--- src/bhf_pkg.sv ---
// Package for the bubble host FIFO and command port block.
// Assumes a single 40 MHz system clock and an Avalon-MM register slave.
package bhf_pkg;
  // Bus word offsets (byte addresses)
  localparam logic [3:0] BHF_OFF_DATA = 4'h0; // FIFO data port, port select low
  localparam logic [3:0] BHF_OFF_CMD = 4'h4; // Command write / status read, select high
  localparam logic [3:0] BHF_OFF_CTRL = 4'h8; // Parameter/config register
  localparam logic [3:0] BHF_OFF_PEEK = 4'hC; // FIFO count readback
  localparam int BHF_SEL_BIT = 2; // Address bit acting as port select
  // FIFO geometry
  localparam int BHF_FIFO_DEPTH = 40;
  localparam int BHF_CNT_W = 6;
  localparam logic [5:0] BHF_MIN_WRITE = 6'h02; // Bytes needed before normal write drains
  // Status byte fields
  localparam int BHF_ST_BUSY = 7;
  localparam int BHF_ST_DONE = 6;
  localparam int BHF_ST_FAIL = 5;
  localparam int BHF_ST_TIMING = 3;
  localparam int BHF_ST_PARITY = 1;
  localparam int BHF_ST_AVAIL = 0;
  localparam logic [7:0] BHF_ST_RESET = 8'h00;
  // Parameter register: [7:0] reset value
  localparam logic [7:0] BHF_PARAM_RESET = 8'h00;
  localparam logic [7:0] BHF_CFG_MASK = 8'hF0; // Configuration fields kept by soft reset
  // Timing
  localparam int BHF_CLK_MHZ = 40;
  localparam int BHF_PWRUP_US = 100; // Power-up sequence length
  localparam int BHF_PWRUP_CYC = BHF_PWRUP_US * BHF_CLK_MHZ;
  localparam int BHF_XFER_CYC = 4; // Divider count at which a fill from the formatter may end
  // Commands (four-bit code)
  typedef enum logic [3:0] {
    BHF_C_WLMAP_MASK = 4'h0,
    BHF_C_INIT = 4'h1,
    BHF_C_READ = 4'h2,
    BHF_C_WRITE = 4'h3,
    BHF_C_RSEEK = 4'h4,
    BHF_C_RLMREG = 4'h5,
    BHF_C_WLMREG = 4'h6,
    BHF_C_WLMAP = 4'h7,
    BHF_C_RSENSE = 4'h8,
    BHF_C_ABORT = 4'h9,
    BHF_C_WSEEK = 4'hA,
    BHF_C_RLMAP = 4'hB,
    BHF_C_RCORR = 4'hC,
    BHF_C_FIFO_CLR = 4'hD,
    BHF_C_PURGE = 4'hE,
    BHF_C_SOFT_RST = 4'hF
  } bhf_cmd_t;
  // Controller states
  typedef enum logic [2:0] {
    BHF_S_PWRUP = 3'b000,
    BHF_S_IDLE = 3'b001,
    BHF_S_WAIT2 = 3'b010,
    BHF_S_DRAIN = 3'b011,
    BHF_S_FILL = 3'b100,
    BHF_S_LMSRCH = 3'b101
  } bhf_state_t;
endpackage : bhf_pkg

--- src/bhf_ctrl.sv ---
// Host FIFO, command decoder and status byte of a bubble memory controller.
// Assumes an Avalon-MM master on clk_sys and a formatter/sense channel
// presenting byte handshakes and error levels on the same clock.
// Function
// FIFO clear command zeroes byte counter
// Forty-byte FIFO usable as plain store
// Normal write waits for two bytes
// Loop-map writes drain FIFO immediately
// Host clears, preloads, then issues loop-map write
// Host polls busy and available for writes
// Formatter errors latch into status until cleared
// Soft reset clears errors, FIFO, keeps config
// Initialize clears errors and all parameters
// Status read with port select high
// Power-up done low until sequence ends
// Idle empty status reads operation complete
// Full FIFO after host writes shows data bit
// Emptied FIFO clears data bit
// Initialize searches loop map, timing error otherwise
// Abort completes with only operation done
// Host may use abort plus purge instead
// Busy top, done bit six, available bit zero
// Sixteen commands from four-bit code
// Select low reaches FIFO, high command port
//
// The implementer's own choices: the register offsets and the Avalon-MM register port.
`timescale 1ns/1ps
module bhf_ctrl
  import bhf_pkg::*;
#(
  parameter int PWRUP_CYC = BHF_PWRUP_CYC, // Shorten in simulation
  parameter int LMAP_TIMEOUT = 8192 // Cycles to look for the loop-map sync
)
(
  input wire logic clk_sys,
  input wire logic rst,
  // Avalon-MM slave
  input wire logic [3:0] avs_address,
  input wire logic avs_read,
  input wire logic avs_write,
  input wire logic [31:0] avs_writedata,
  output logic [31:0] avs_readdata,
  output logic avs_waitrequest,
  // Formatter/sense channel, same clock
  output logic fmt_tx_valid,
  output logic [7:0] fmt_tx_data,
  input wire logic fmt_tx_ready,
  input wire logic fmt_rx_valid,
  input wire logic [7:0] fmt_rx_data,
  input wire logic fmt_error,
  input wire logic fmt_parity_error,
  input wire logic fmt_lmap_found,
  output logic pwrup_done
);

  // All block state in one record
  typedef struct packed {
    bhf_state_t st;
    logic [BHF_FIFO_DEPTH*8-1:0] mem; // FIFO storage, byte i at [8i+7:8i]
    logic [BHF_CNT_W-1:0] rd_ptr;
    logic [BHF_CNT_W-1:0] wr_ptr;
    logic [BHF_CNT_W-1:0] count;
    logic busy;
    logic done;
    logic fail;
    logic timing_err;
    logic parity_err;
    logic [7:0] param;
    logic [15:0] timer;
    logic [2:0] xfer_div;
    logic [31:0] rdata;
    logic ack;
    logic tx_valid;
    logic [7:0] tx_data;
    logic pdone;
  } bhf_regs_t;

  bhf_regs_t r;
  bhf_regs_t next_r;

  // Wrap a FIFO pointer at the depth
  function automatic logic [BHF_CNT_W-1:0] bhf_inc(input logic [BHF_CNT_W-1:0] p);
    bhf_inc = (p == BHF_CNT_W'(BHF_FIFO_DEPTH - 1)) ? '0 : p + 1'b1;
  endfunction : bhf_inc

  // Status byte assembly, also used for readback
  function automatic logic [7:0] bhf_status(input bhf_regs_t s);
    logic [7:0] v;
    v = BHF_ST_RESET;
    v[BHF_ST_BUSY] = s.busy;
    v[BHF_ST_DONE] = s.done;
    v[BHF_ST_FAIL] = s.fail;
    v[BHF_ST_TIMING] = s.timing_err;
    v[BHF_ST_PARITY] = s.parity_err;
    // While writing toward the formatter the bit means room, else data present
    if (s.st == BHF_S_WAIT2 || s.st == BHF_S_DRAIN)
      v[BHF_ST_AVAIL] = (s.count != BHF_CNT_W'(BHF_FIFO_DEPTH));
    else
      v[BHF_ST_AVAIL] = (s.count != '0);
    bhf_status = v;
  endfunction : bhf_status

  logic sel_hi;
  logic bus_req;
  logic [7:0] head;
  bhf_cmd_t cmd;

  assign sel_hi = avs_address[BHF_SEL_BIT];
  assign bus_req = (avs_read | avs_write) & ~r.ack;
  assign head = r.mem[r.rd_ptr*8 +: 8];
  assign cmd = bhf_cmd_t'(avs_writedata[3:0]);

  // Next-state logic for bus, FIFO, commands and status
  always_comb
  begin
    logic push;
    logic pop;
    logic [7:0] pdat;
    logic clr;
    push = 1'b0;
    pop = 1'b0;
    pdat = 8'h00;
    clr = 1'b0;
    next_r = r;
    next_r.ack = 1'b0;
    next_r.timer = r.timer + 1'b1;
    // One wait state per access keeps the read data registered
    if (bus_req)
    begin
      next_r.ack = 1'b1;
      if (!sel_hi && !avs_address[3])
      begin
        // Data port: plain byte store with no command needed
        if (avs_write && r.count != BHF_CNT_W'(BHF_FIFO_DEPTH))
        begin
          push = 1'b1;
          pdat = avs_writedata[7:0];
        end
        if (avs_read)
        begin
          next_r.rdata = {24'h000000, head};
          pop = (r.count != '0);
        end
      end
      else if (sel_hi && !avs_address[3])
      begin
        if (avs_read)
          next_r.rdata = {24'h000000, bhf_status(r)};
        else if (r.st != BHF_S_PWRUP || cmd == BHF_C_INIT || cmd == BHF_C_ABORT)
        begin
          // Busy blocks all but abort; commands decoded from four bits
          if (!r.busy || cmd == BHF_C_ABORT)
          begin
            next_r.done = 1'b0;
            case (cmd)
              BHF_C_FIFO_CLR:
              begin
                clr = 1'b1;
                next_r.done = 1'b1;
              end
              BHF_C_SOFT_RST:
              begin
                clr = 1'b1;
                next_r.fail = 1'b0;
                next_r.timing_err = 1'b0;
                next_r.parity_err = 1'b0;
                next_r.param = r.param & BHF_CFG_MASK;
                next_r.done = 1'b1;
              end
              BHF_C_INIT:
              begin
                clr = 1'b1;
                next_r.fail = 1'b0;
                next_r.timing_err = 1'b0;
                next_r.parity_err = 1'b0;
                next_r.param = BHF_PARAM_RESET;
                next_r.busy = 1'b1;
                next_r.timer = '0;
                next_r.st = BHF_S_LMSRCH;
              end
              BHF_C_ABORT, BHF_C_PURGE:
              begin
                // Abort ends any transfer and leaves only completion set
                next_r.busy = 1'b0;
                next_r.fail = 1'b0;
                next_r.timing_err = 1'b0;
                next_r.parity_err = 1'b0;
                next_r.tx_valid = 1'b0;
                next_r.done = 1'b1;
                next_r.st = BHF_S_IDLE;
              end
              BHF_C_WRITE:
              begin
                next_r.busy = 1'b1;
                next_r.st = BHF_S_WAIT2;
              end
              BHF_C_WLMAP_MASK, BHF_C_WLMREG, BHF_C_WLMAP:
              begin
                next_r.busy = 1'b1;
                next_r.st = BHF_S_DRAIN;
              end
              BHF_C_READ, BHF_C_RLMREG, BHF_C_RLMAP, BHF_C_RCORR, BHF_C_RSENSE:
              begin
                next_r.busy = 1'b1;
                next_r.st = BHF_S_FILL;
              end
              default:
              begin
                // Seek commands have no FIFO activity here
                next_r.done = 1'b1;
              end
            endcase
          end
        end
      end
      else if (avs_address[3] && !sel_hi)
      begin
        if (avs_write)
          next_r.param = avs_writedata[7:0];
        next_r.rdata = {24'h000000, r.param};
      end
      else
        next_r.rdata = {26'h0, r.count};
    end
    // Formatter errors are sticky; set after the command decode so that
    // a hardware set beats a same-cycle clear by abort or reset commands
    if (r.busy && fmt_error)
    begin
      next_r.fail = 1'b1;
    end
    if (fmt_parity_error)
    begin
      next_r.parity_err = 1'b1;
    end
    // Controller sequencing
    next_r.xfer_div = r.xfer_div + 1'b1;
    case (r.st)
      BHF_S_PWRUP:
      begin
        if (32'(r.timer) >= PWRUP_CYC - 1)
        begin
          next_r.pdone = 1'b1;
          next_r.done = 1'b1;
          next_r.st = BHF_S_IDLE;
        end
      end
      BHF_S_IDLE:
      begin
        next_r.tx_valid = 1'b0;
      end
      BHF_S_WAIT2:
      begin
        if (r.count >= BHF_MIN_WRITE)
          next_r.st = BHF_S_DRAIN;
      end
      BHF_S_DRAIN:
      begin
        if (r.tx_valid && fmt_tx_ready)
          next_r.tx_valid = 1'b0;
        else if (!r.tx_valid && r.count != '0 && !pop)
        begin
          next_r.tx_valid = 1'b1;
          next_r.tx_data = head;
          pop = 1'b1;
        end
        else if (!r.tx_valid && r.count == '0)
        begin
          next_r.busy = 1'b0;
          next_r.done = 1'b1;
          next_r.st = BHF_S_IDLE;
        end
      end
      BHF_S_FILL:
      begin
        if (fmt_rx_valid && r.count != BHF_CNT_W'(BHF_FIFO_DEPTH) && !push)
        begin
          push = 1'b1;
          pdat = fmt_rx_data;
        end
        if (r.xfer_div == 3'(BHF_XFER_CYC) && !fmt_rx_valid)
        begin
          next_r.busy = 1'b0;
          next_r.done = 1'b1;
          next_r.st = BHF_S_IDLE;
        end
      end
      BHF_S_LMSRCH:
      begin
        if (fmt_lmap_found)
        begin
          next_r.busy = 1'b0;
          next_r.done = 1'b1;
          next_r.st = BHF_S_IDLE;
        end
        else if (32'(r.timer) >= LMAP_TIMEOUT - 1)
        begin
          next_r.timing_err = 1'b1;
          next_r.fail = 1'b1;
          next_r.busy = 1'b0;
          next_r.st = BHF_S_IDLE;
        end
      end
      default:
      begin
        next_r.st = BHF_S_IDLE;
      end
    endcase
    // FIFO pointer update; a clear overrides any same-cycle move
    if (clr)
    begin
      next_r.rd_ptr = '0;
      next_r.wr_ptr = '0;
      next_r.count = '0;
    end
    else
    begin
      if (push)
      begin
        next_r.mem[r.wr_ptr*8 +: 8] = pdat;
        next_r.wr_ptr = bhf_inc(r.wr_ptr);
      end
      if (pop)
        next_r.rd_ptr = bhf_inc(r.rd_ptr);
      if (push && !pop)
        next_r.count = r.count + 1'b1;
      else if (pop && !push)
        next_r.count = r.count - 1'b1;
    end
  end

  // State register with synchronous reset
  always_ff @(posedge clk_sys)
  begin
    if (rst)
    begin
      r <= '0;
      r.st <= BHF_S_PWRUP;
      r.param <= BHF_PARAM_RESET;
    end
    else
      r <= next_r;
  end

  // Outputs straight from flip-flops
  assign avs_readdata = r.rdata;
  assign avs_waitrequest = ~r.ack;
  assign fmt_tx_valid = r.tx_valid;
  assign fmt_tx_data = r.tx_data;
  assign pwrup_done = r.pdone;

endmodule : bhf_ctrl

--- config.mk ---
export PLATFORM = sky130hd
export DESIGN_NAME = bhf_ctrl
export DESIGN_NICKNAME = d
export VERILOG_FILES = /design/src/bhf_pkg.sv /design/src/bhf_ctrl.sv
export SDC_FILE = /design/constraint.sdc
export NUM_CORES = 1
export LEC_CHECK = 0
export BUFFER_PORTS_ARGS = -buffer_cell sky130_fd_sc_hd__clkbuf_2
export CAP_MARGIN = 20
export CELL_PAD_IN_SITES_DETAIL_PLACEMENT = 0
export CELL_PAD_IN_SITES_GLOBAL_PLACEMENT = 1
export CORE_UTILIZATION = 50
export CTS_BUF_LIST = sky130_fd_sc_hd__clkbuf_4 sky130_fd_sc_hd__clkbuf_8
export CTS_CLUSTER_SIZE = 10
export DETAILED_ROUTE_END_ITERATION = 16
export PLACE_DENSITY_LB_ADDON = 0.3
export SKIP_LAST_GASP = 1
export SYNTH_ARGS = -nofsm -noshare
export SYNTH_HDL_FRONTEND = slang
export SYNTH_SLANG_ARGS = --single-unit
--- constraint.sdc ---
create_clock -name clk_sys -period 4.5 [get_ports clk_sys]
set_input_delay 0.9 -clock clk_sys [delete_from_list [all_inputs] [get_ports clk_sys]]
set_output_delay 0.9 -clock clk_sys [all_outputs]
set_load 0.01 [all_outputs]
-- Word-level counts from Yosys, hierarchy flattened
Cells that the tools add are included.
Widths: inputs -> output; s select.
- reductions and logical operators: 54
- muxes and demuxes: 90
- order comparisons: 3
- equal/unequal tests: 32
- $mul: 0
- add/subtract/negate cells: 7
- bitwise gates (word level): 6
- shift-type cells: 3
- div/mod/pow operators: 0
- operators with widths (operator ; count):
    $bwmux 320 ; 1
    $shift 8x34->320 const A ; 1
    $shiftx 320x10->8 ; 1
    $shiftx 8x34->320 ; 1
    $mux 29 ; 5
    $mux 32 ; 4
    $mux 8 ; 9
    $mux 3 ; 15
    $neg 9->34 ; 1
    $mux 1 ; 33
    $mux 16 ; 2
    $eq 4x4->1 const B ; 7
    $mux 6 ; 4
    $add 6x1->6 const B ; 3
    $pmux 3 s6 ; 1
    $add 16x1->16 const B ; 1
    $ge 16x12->1 const B ; 1
    $ge 16x13->1 const B ; 1
    $mux 2 ; 8
    $pmux 8 s2 ; 1
    $reduce_bool 2->1 ; 8
    $pmux 3 s5 ; 1
    $logic_and 1x1->1 ; 14
    $eq 4x3->1 const B ; 3
    38 further kinds ; 69
- register bits after elaboration: 416
- latch bits: 0
- bits in read-only memories: 0
- output and inout bits: 43
- input bits: 53
- memories: 0
- RAM bits: 0

-- Logic depth before layout (Yosys ltp)
- depth in word-level cells: 13
- depth in mapped cells: 14
- mapped depth without buffers: 12

-- Least setup slack after synthesis
OpenSTA, ideal clock, no wires.
- path type: input -> register
- start point: input port avs_address[3]
- end point: register r[80] (netlist bit)
- arrival time: 3.684 ns
- setup time: 0.128 ns
- path slack: 0.689 ns
- required time: 4.372 ns
- stages: 13
- path through: buf_2 -> or4b_2 -> a22oi_1 -> inv_1 -> ha_1 -> inv_1 -> ha_1 -> a21o_1 -> a21o_1 -> a211o_1 -> o211ai_1 -> xnor2_1 -> nor2_1
- longest elaborated chain between the ends: 12
- elaborated cells on any way between the ends: 26
- ends and longest elaborated chain (element ; line ; source):
    start: declaration ; bhf_ctrl.sv:38 ; input wire logic [3:0] avs_address,
    $logic_not 1->1 (*) ; bhf_ctrl.sv:131, bhf_ctrl.sv:145 ;
    $logic_and 1x1->1 ; bhf_ctrl.sv:131 ; if (!sel_hi && !avs_address[3])
    $mux 1 ; bhf_ctrl.sv:131 ;
    $mux 1 ; bhf_ctrl.sv:128 ; if (bus_req)
    $logic_not 1->1 ; bhf_ctrl.sv:260 ; else if (!r.tx_valid && r.count != '0 && !pop)
    $logic_and 1x1->1 ; bhf_ctrl.sv:260 ;
    $mux 1 ; bhf_ctrl.sv:260 ;
    $mux 1 ; bhf_ctrl.sv:258 ; if (r.tx_valid && fmt_tx_ready)
    $mux 1 ; bhf_ctrl.sv:237 ; case (r.st)
    $logic_not 1->1 ; bhf_ctrl.sv:324 ; if (push && !pop)
    $logic_and 1x1->1 ; bhf_ctrl.sv:324 ;
    $mux 6 or $reduce_bool 2->1 (tied branches) ; - ;
    end signal: assignment ; bhf_ctrl.sv:341 ; r <= next_r;
    end: declaration ; bhf_ctrl.sv:78 ; bhf_regs_t r;
Mark *: on every way between the ends. The rest lies on a longest branch, timed or not.
A chain may end at the register's enable or synchronous reset.

-- Worst setup path in the final report
- start point: register r[415] (netlist bit)
- end point: register r[256] (netlist bit)
- longest elaborated chain between the ends: 10
- elaborated cells on any way between the ends: 15
- ends and longest elaborated chain (element ; line ; source):
    $reduce_bool 3->1 ; bhf_ctrl.sv:149 ; else if (r.st != BHF_S_PWRUP || cmd == BHF_C_INIT || cmd == BHF_C_ABORT)
    $logic_or 1x1->1 (2 in a row) ; bhf_ctrl.sv:149 ;
    $mux 1 ; bhf_ctrl.sv:149 ;
    $mux 1 ; bhf_ctrl.sv:147 ; if (avs_read)
    $mux 1 ; bhf_ctrl.sv:145 ; else if (sel_hi && !avs_address[3])
    $mux 1 ; bhf_ctrl.sv:131 ;
    $mux 1 ; bhf_ctrl.sv:128 ;
    $not 1->1 (no source line) ; - ;
    $reduce_and 2->1 (no source line) ; - ;
Parallel ways exist; a longest one is shown, timed or not.

==> results.txt <==
* Global-route wire length before repair: ~97000 um
* Yosys synthesis warning count: 0
- The final number of max-transition violations came to 0.
- After synthesis the cells add up to about 20000 um^2.
* Overflow left after global routing: 0
- In this run, synthesis inferred 0 flip-flops with an integrated enable.
- TritonCTS built the clock tree.
- The detailed router finished its first iteration with 1820 violations.
* Post-CTS sizing: 0
- Worst-path clk slew: about 0.06 ns
- Across all register-to-register paths, the minimum setup slack is 0.71 ns.
* Setup TNS: 0 ns
- Most common library cell in the layout ignoring fill and taps: sky130_fd_sc_hd__dfxtp_1
* Final Hold Viols: 0
- Die Y: just over 200 um
* Root buffer selected by CTS: sky130_fd_sc_hd__clkbuf_8
- Via count: about 17000
- No sink is reached through more buffers than the 3 on the longest clock path.
- Power density relative to cell area: 330 nW/um^2
* Top flip-flop cell by instance count after synthesis: sky130_fd_sc_hd__dfxtp_1
- Final setup skew: between 0.02 and 0.025 ns
- Port buffering added between 40 and 50 buffers.
- The initial utilization of the core area, before any placement, comes to approximately 50%.
- Clock buffer count from CTS: 66
- Number of buffers inserted for hold repair after clock tree synthesis: 0
- Post-CTS setup buffer count: 0
- Post-synth ARST share: 0%
- Gr usage total: 31.8%
- Counting every sink on the clock net gives around 390.
* Chip Width: between 200 and 250 um
- Minimum clock period after layout: 3.79 ns
- Final hold slack: 0.444 ns
* Net count of the finished layout: ~2200
- Rel. slew slack: 21.2%
- CP max FO: 13
- The worst setup path is launched from a flop.
- The first detailed-routing pass took 6 iterations.
- The library cells used most frequently in the layout, excluding fill and tap cells, are sky130_fd_sc_hd__dfxtp_1, sky130_fd_sc_hd__nor2_1, sky130_fd_sc_hd__mux2i_1.
- Routability-driven placement finished with a final weighted congestion of 0.968.
* Wire length per cell after detailed routing: 24.0 um
- Critical setup path kind: reg2reg
- Largest voltage drop on the vdd net: between 0.2 and 0.25 mV
- Seq cells post-synth: approximately 390
- For the worst-skew pair, the clock arrives at the later sink with an insertion delay of around 0.63 ns.
- The cell count after synthesis came out at approximately 2100.
* DRC violation count after routing: 0
- Total die area: 40600 um^2
- The number of different library cells used by synthesis comes to 79.
* Setup repair after global routing missed its margin: false
* Site Rows: ~70
- In the routed layout, each cell is associated on average with a via count of ~6.1.
- Summing the sequential cell areas from Yosys gives between 30% and 40% of the chip area.
- Fraction of final layout cells with drive strength greater than 1: roughly 16%
- Setup violations remaining at the end of the flow were counted as 0.
- Required time of the critical path: 4.96 ns
* Status: complete, no violations
- Number of global-route vias before repair: roughly 16000
- Maxcap violations: 0
- Data on the critical path arrives at its endpoint at between 4 and 5 ns.
* Number of antenna violations at the first check in global routing: 2
* Ports placed on the boundary: between 90 and 100
- Half-perimeter wire length after placement: ~45000 um
* Area growth syn-to-layout: 9.24%
- Category of the worst setup path capture point: flop
- Wire length reported by the detailed router: 65000 um
- Kind of path behind the tightest hold check: reg2reg
* Crit share post-route: between 80% and 90%
* ANT nets after route: 0
* Total number of H-tree levels: 3
* Measured slew at the worst slew-check pin: between 1 and 1.5 ns
* Leakage: ~0.0084 uW
* Achievable frequency: ~0.26 GHz
* Maximum number of pins on one net before global-route repair: ~170
* Core Footprint: roughly 39000 um^2
- The average instance in the mapped netlist occupies between 9 and 10 um^2.
## cells by family after synthesis
logic type / after synthesis / share of synthesized area [%]
xor+xnor: 30 / 1.32
flops: 392 / 39.5
simple gates: 890 / 22.8
other cells: 1 / 0.0189
fa+ha+maj: 13 / 0.856
mux: 357 / 22.8
compound gates: 255 / 7.91
buf+inv: 197 / 4.86
## registers in the layout, summed over array words and instances (netlist names)
name          count
pwrup_done        1
fmt_tx_data       8
avs_readdata      8
fmt_tx_valid      1
r               374
## synthesized netlist by cell type, types with 9 or more instances
library cell                 n  share of area (%)
sky130_fd_sc_hd__a211oi_1   13               0.49
sky130_fd_sc_hd__a21oi_1    60                1.5
sky130_fd_sc_hd__and2_1     19               0.60
sky130_fd_sc_hd__and3_1     11               0.35
sky130_fd_sc_hd__buf_1       9               0.17
sky130_fd_sc_hd__buf_2      32               0.81
sky130_fd_sc_hd__buf_4      48                1.8
sky130_fd_sc_hd__clkbuf_1   89                1.7
sky130_fd_sc_hd__dfxtp_1   392                 39
sky130_fd_sc_hd__ha_1       12               0.76
sky130_fd_sc_hd__inv_1      16               0.30
sky130_fd_sc_hd__mux2_2     18                1.0
sky130_fd_sc_hd__mux2i_1   264                 13
sky130_fd_sc_hd__mux4_2     75                8.5
sky130_fd_sc_hd__nand2_1   150                2.8
sky130_fd_sc_hd__nand2b_1   57                1.8
sky130_fd_sc_hd__nand3_1    70                1.8
sky130_fd_sc_hd__nand3b_1   81                3.1
sky130_fd_sc_hd__nand4_1    14               0.44
sky130_fd_sc_hd__nor2_1    371                7.0
sky130_fd_sc_hd__nor2b_1    14               0.44
sky130_fd_sc_hd__nor3_1     33               0.83
sky130_fd_sc_hd__nor3b_1    11               0.42
sky130_fd_sc_hd__o211ai_1   13               0.49
sky130_fd_sc_hd__o21ai_0    96                2.4
sky130_fd_sc_hd__o31ai_1    11               0.42
sky130_fd_sc_hd__xnor2_1    17               0.75
sky130_fd_sc_hd__xor2_1     13               0.57
## worst max-delay path: stages, from the launching register on
cell	delay [ns]
sky130_fd_sc_hd__dfxtp_1	0.56
sky130_fd_sc_hd__nor4bb_1	0.68
sky130_fd_sc_hd__o2bb2ai_1	0.35
sky130_fd_sc_hd__nor4_1	0.87
sky130_fd_sc_hd__and3_1	0.85
sky130_fd_sc_hd__mux2i_1	0.26
sky130_fd_sc_hd__nor2_1	0.06
## routing by layer
metal / vias up / share of wire [%] / GRT usage [%]
li1: 7505 / - / -
met1: 8068 / 42 / 42.1
met2: 780 / 44 / 48.5
met3: 167 / 9.9 / 8.10
met4: 2 / 4.7 / 14.7
met5: - / 0.020 / 0
## stage by stage
stage | area, um^2 | setup slack [ns] | utilization, % | total power (uW) | cells
6_report | 21700 | 0.715 | 55.8 | 7170 | 2705
5_1_grt | 21700 | 0.585 | 55.8 | 7390 | 2704
4_1_cts | 21700 | 0.897 | 55.8 | 7200 | 2704
3_5_place_dp | 20400 | 0.369 | 52.5 | 4010 | 2596
3_3_place_gp | 20400 | 0.473 | 52.4 | 4010 | 2595
2_1_floorplan | 20000 | 0.689 | - | 3910 | 2158
## where the power goes
group / leakage, uW / switching (uW) / total [uW] / internal, uW
combinational: 0.00460 / 262 / 412 / 150
clock: 0.000687 / 1470 / 3230 / 1760
sequential: 0.00316 / 40.3 / 3530 / 3490
## worst paths after layout
kind,from,cells past startpoint,to
worst max-delay path,r[415],6,r[256]
worst min-delay path,r[43],1,r[43]
worst max register to register,r[415],6,r[256]
worst min register to register,r[43],1,r[43]
## area by class of cell
cell class | instances | area, um^2
clock inverter | 8 | 57.6
fill | 3495 | 17200
multi-input combinational | 1569 | 11200
clock buffer | 100 | 1240
tap | 518 | 648
antenna | 1 | 2.50
timing repair buffer | 99 | 673
sequential | 392 | 7860
inverter | 18 | 67.6
Note: power is estimated with default switching activity, not from simulation.
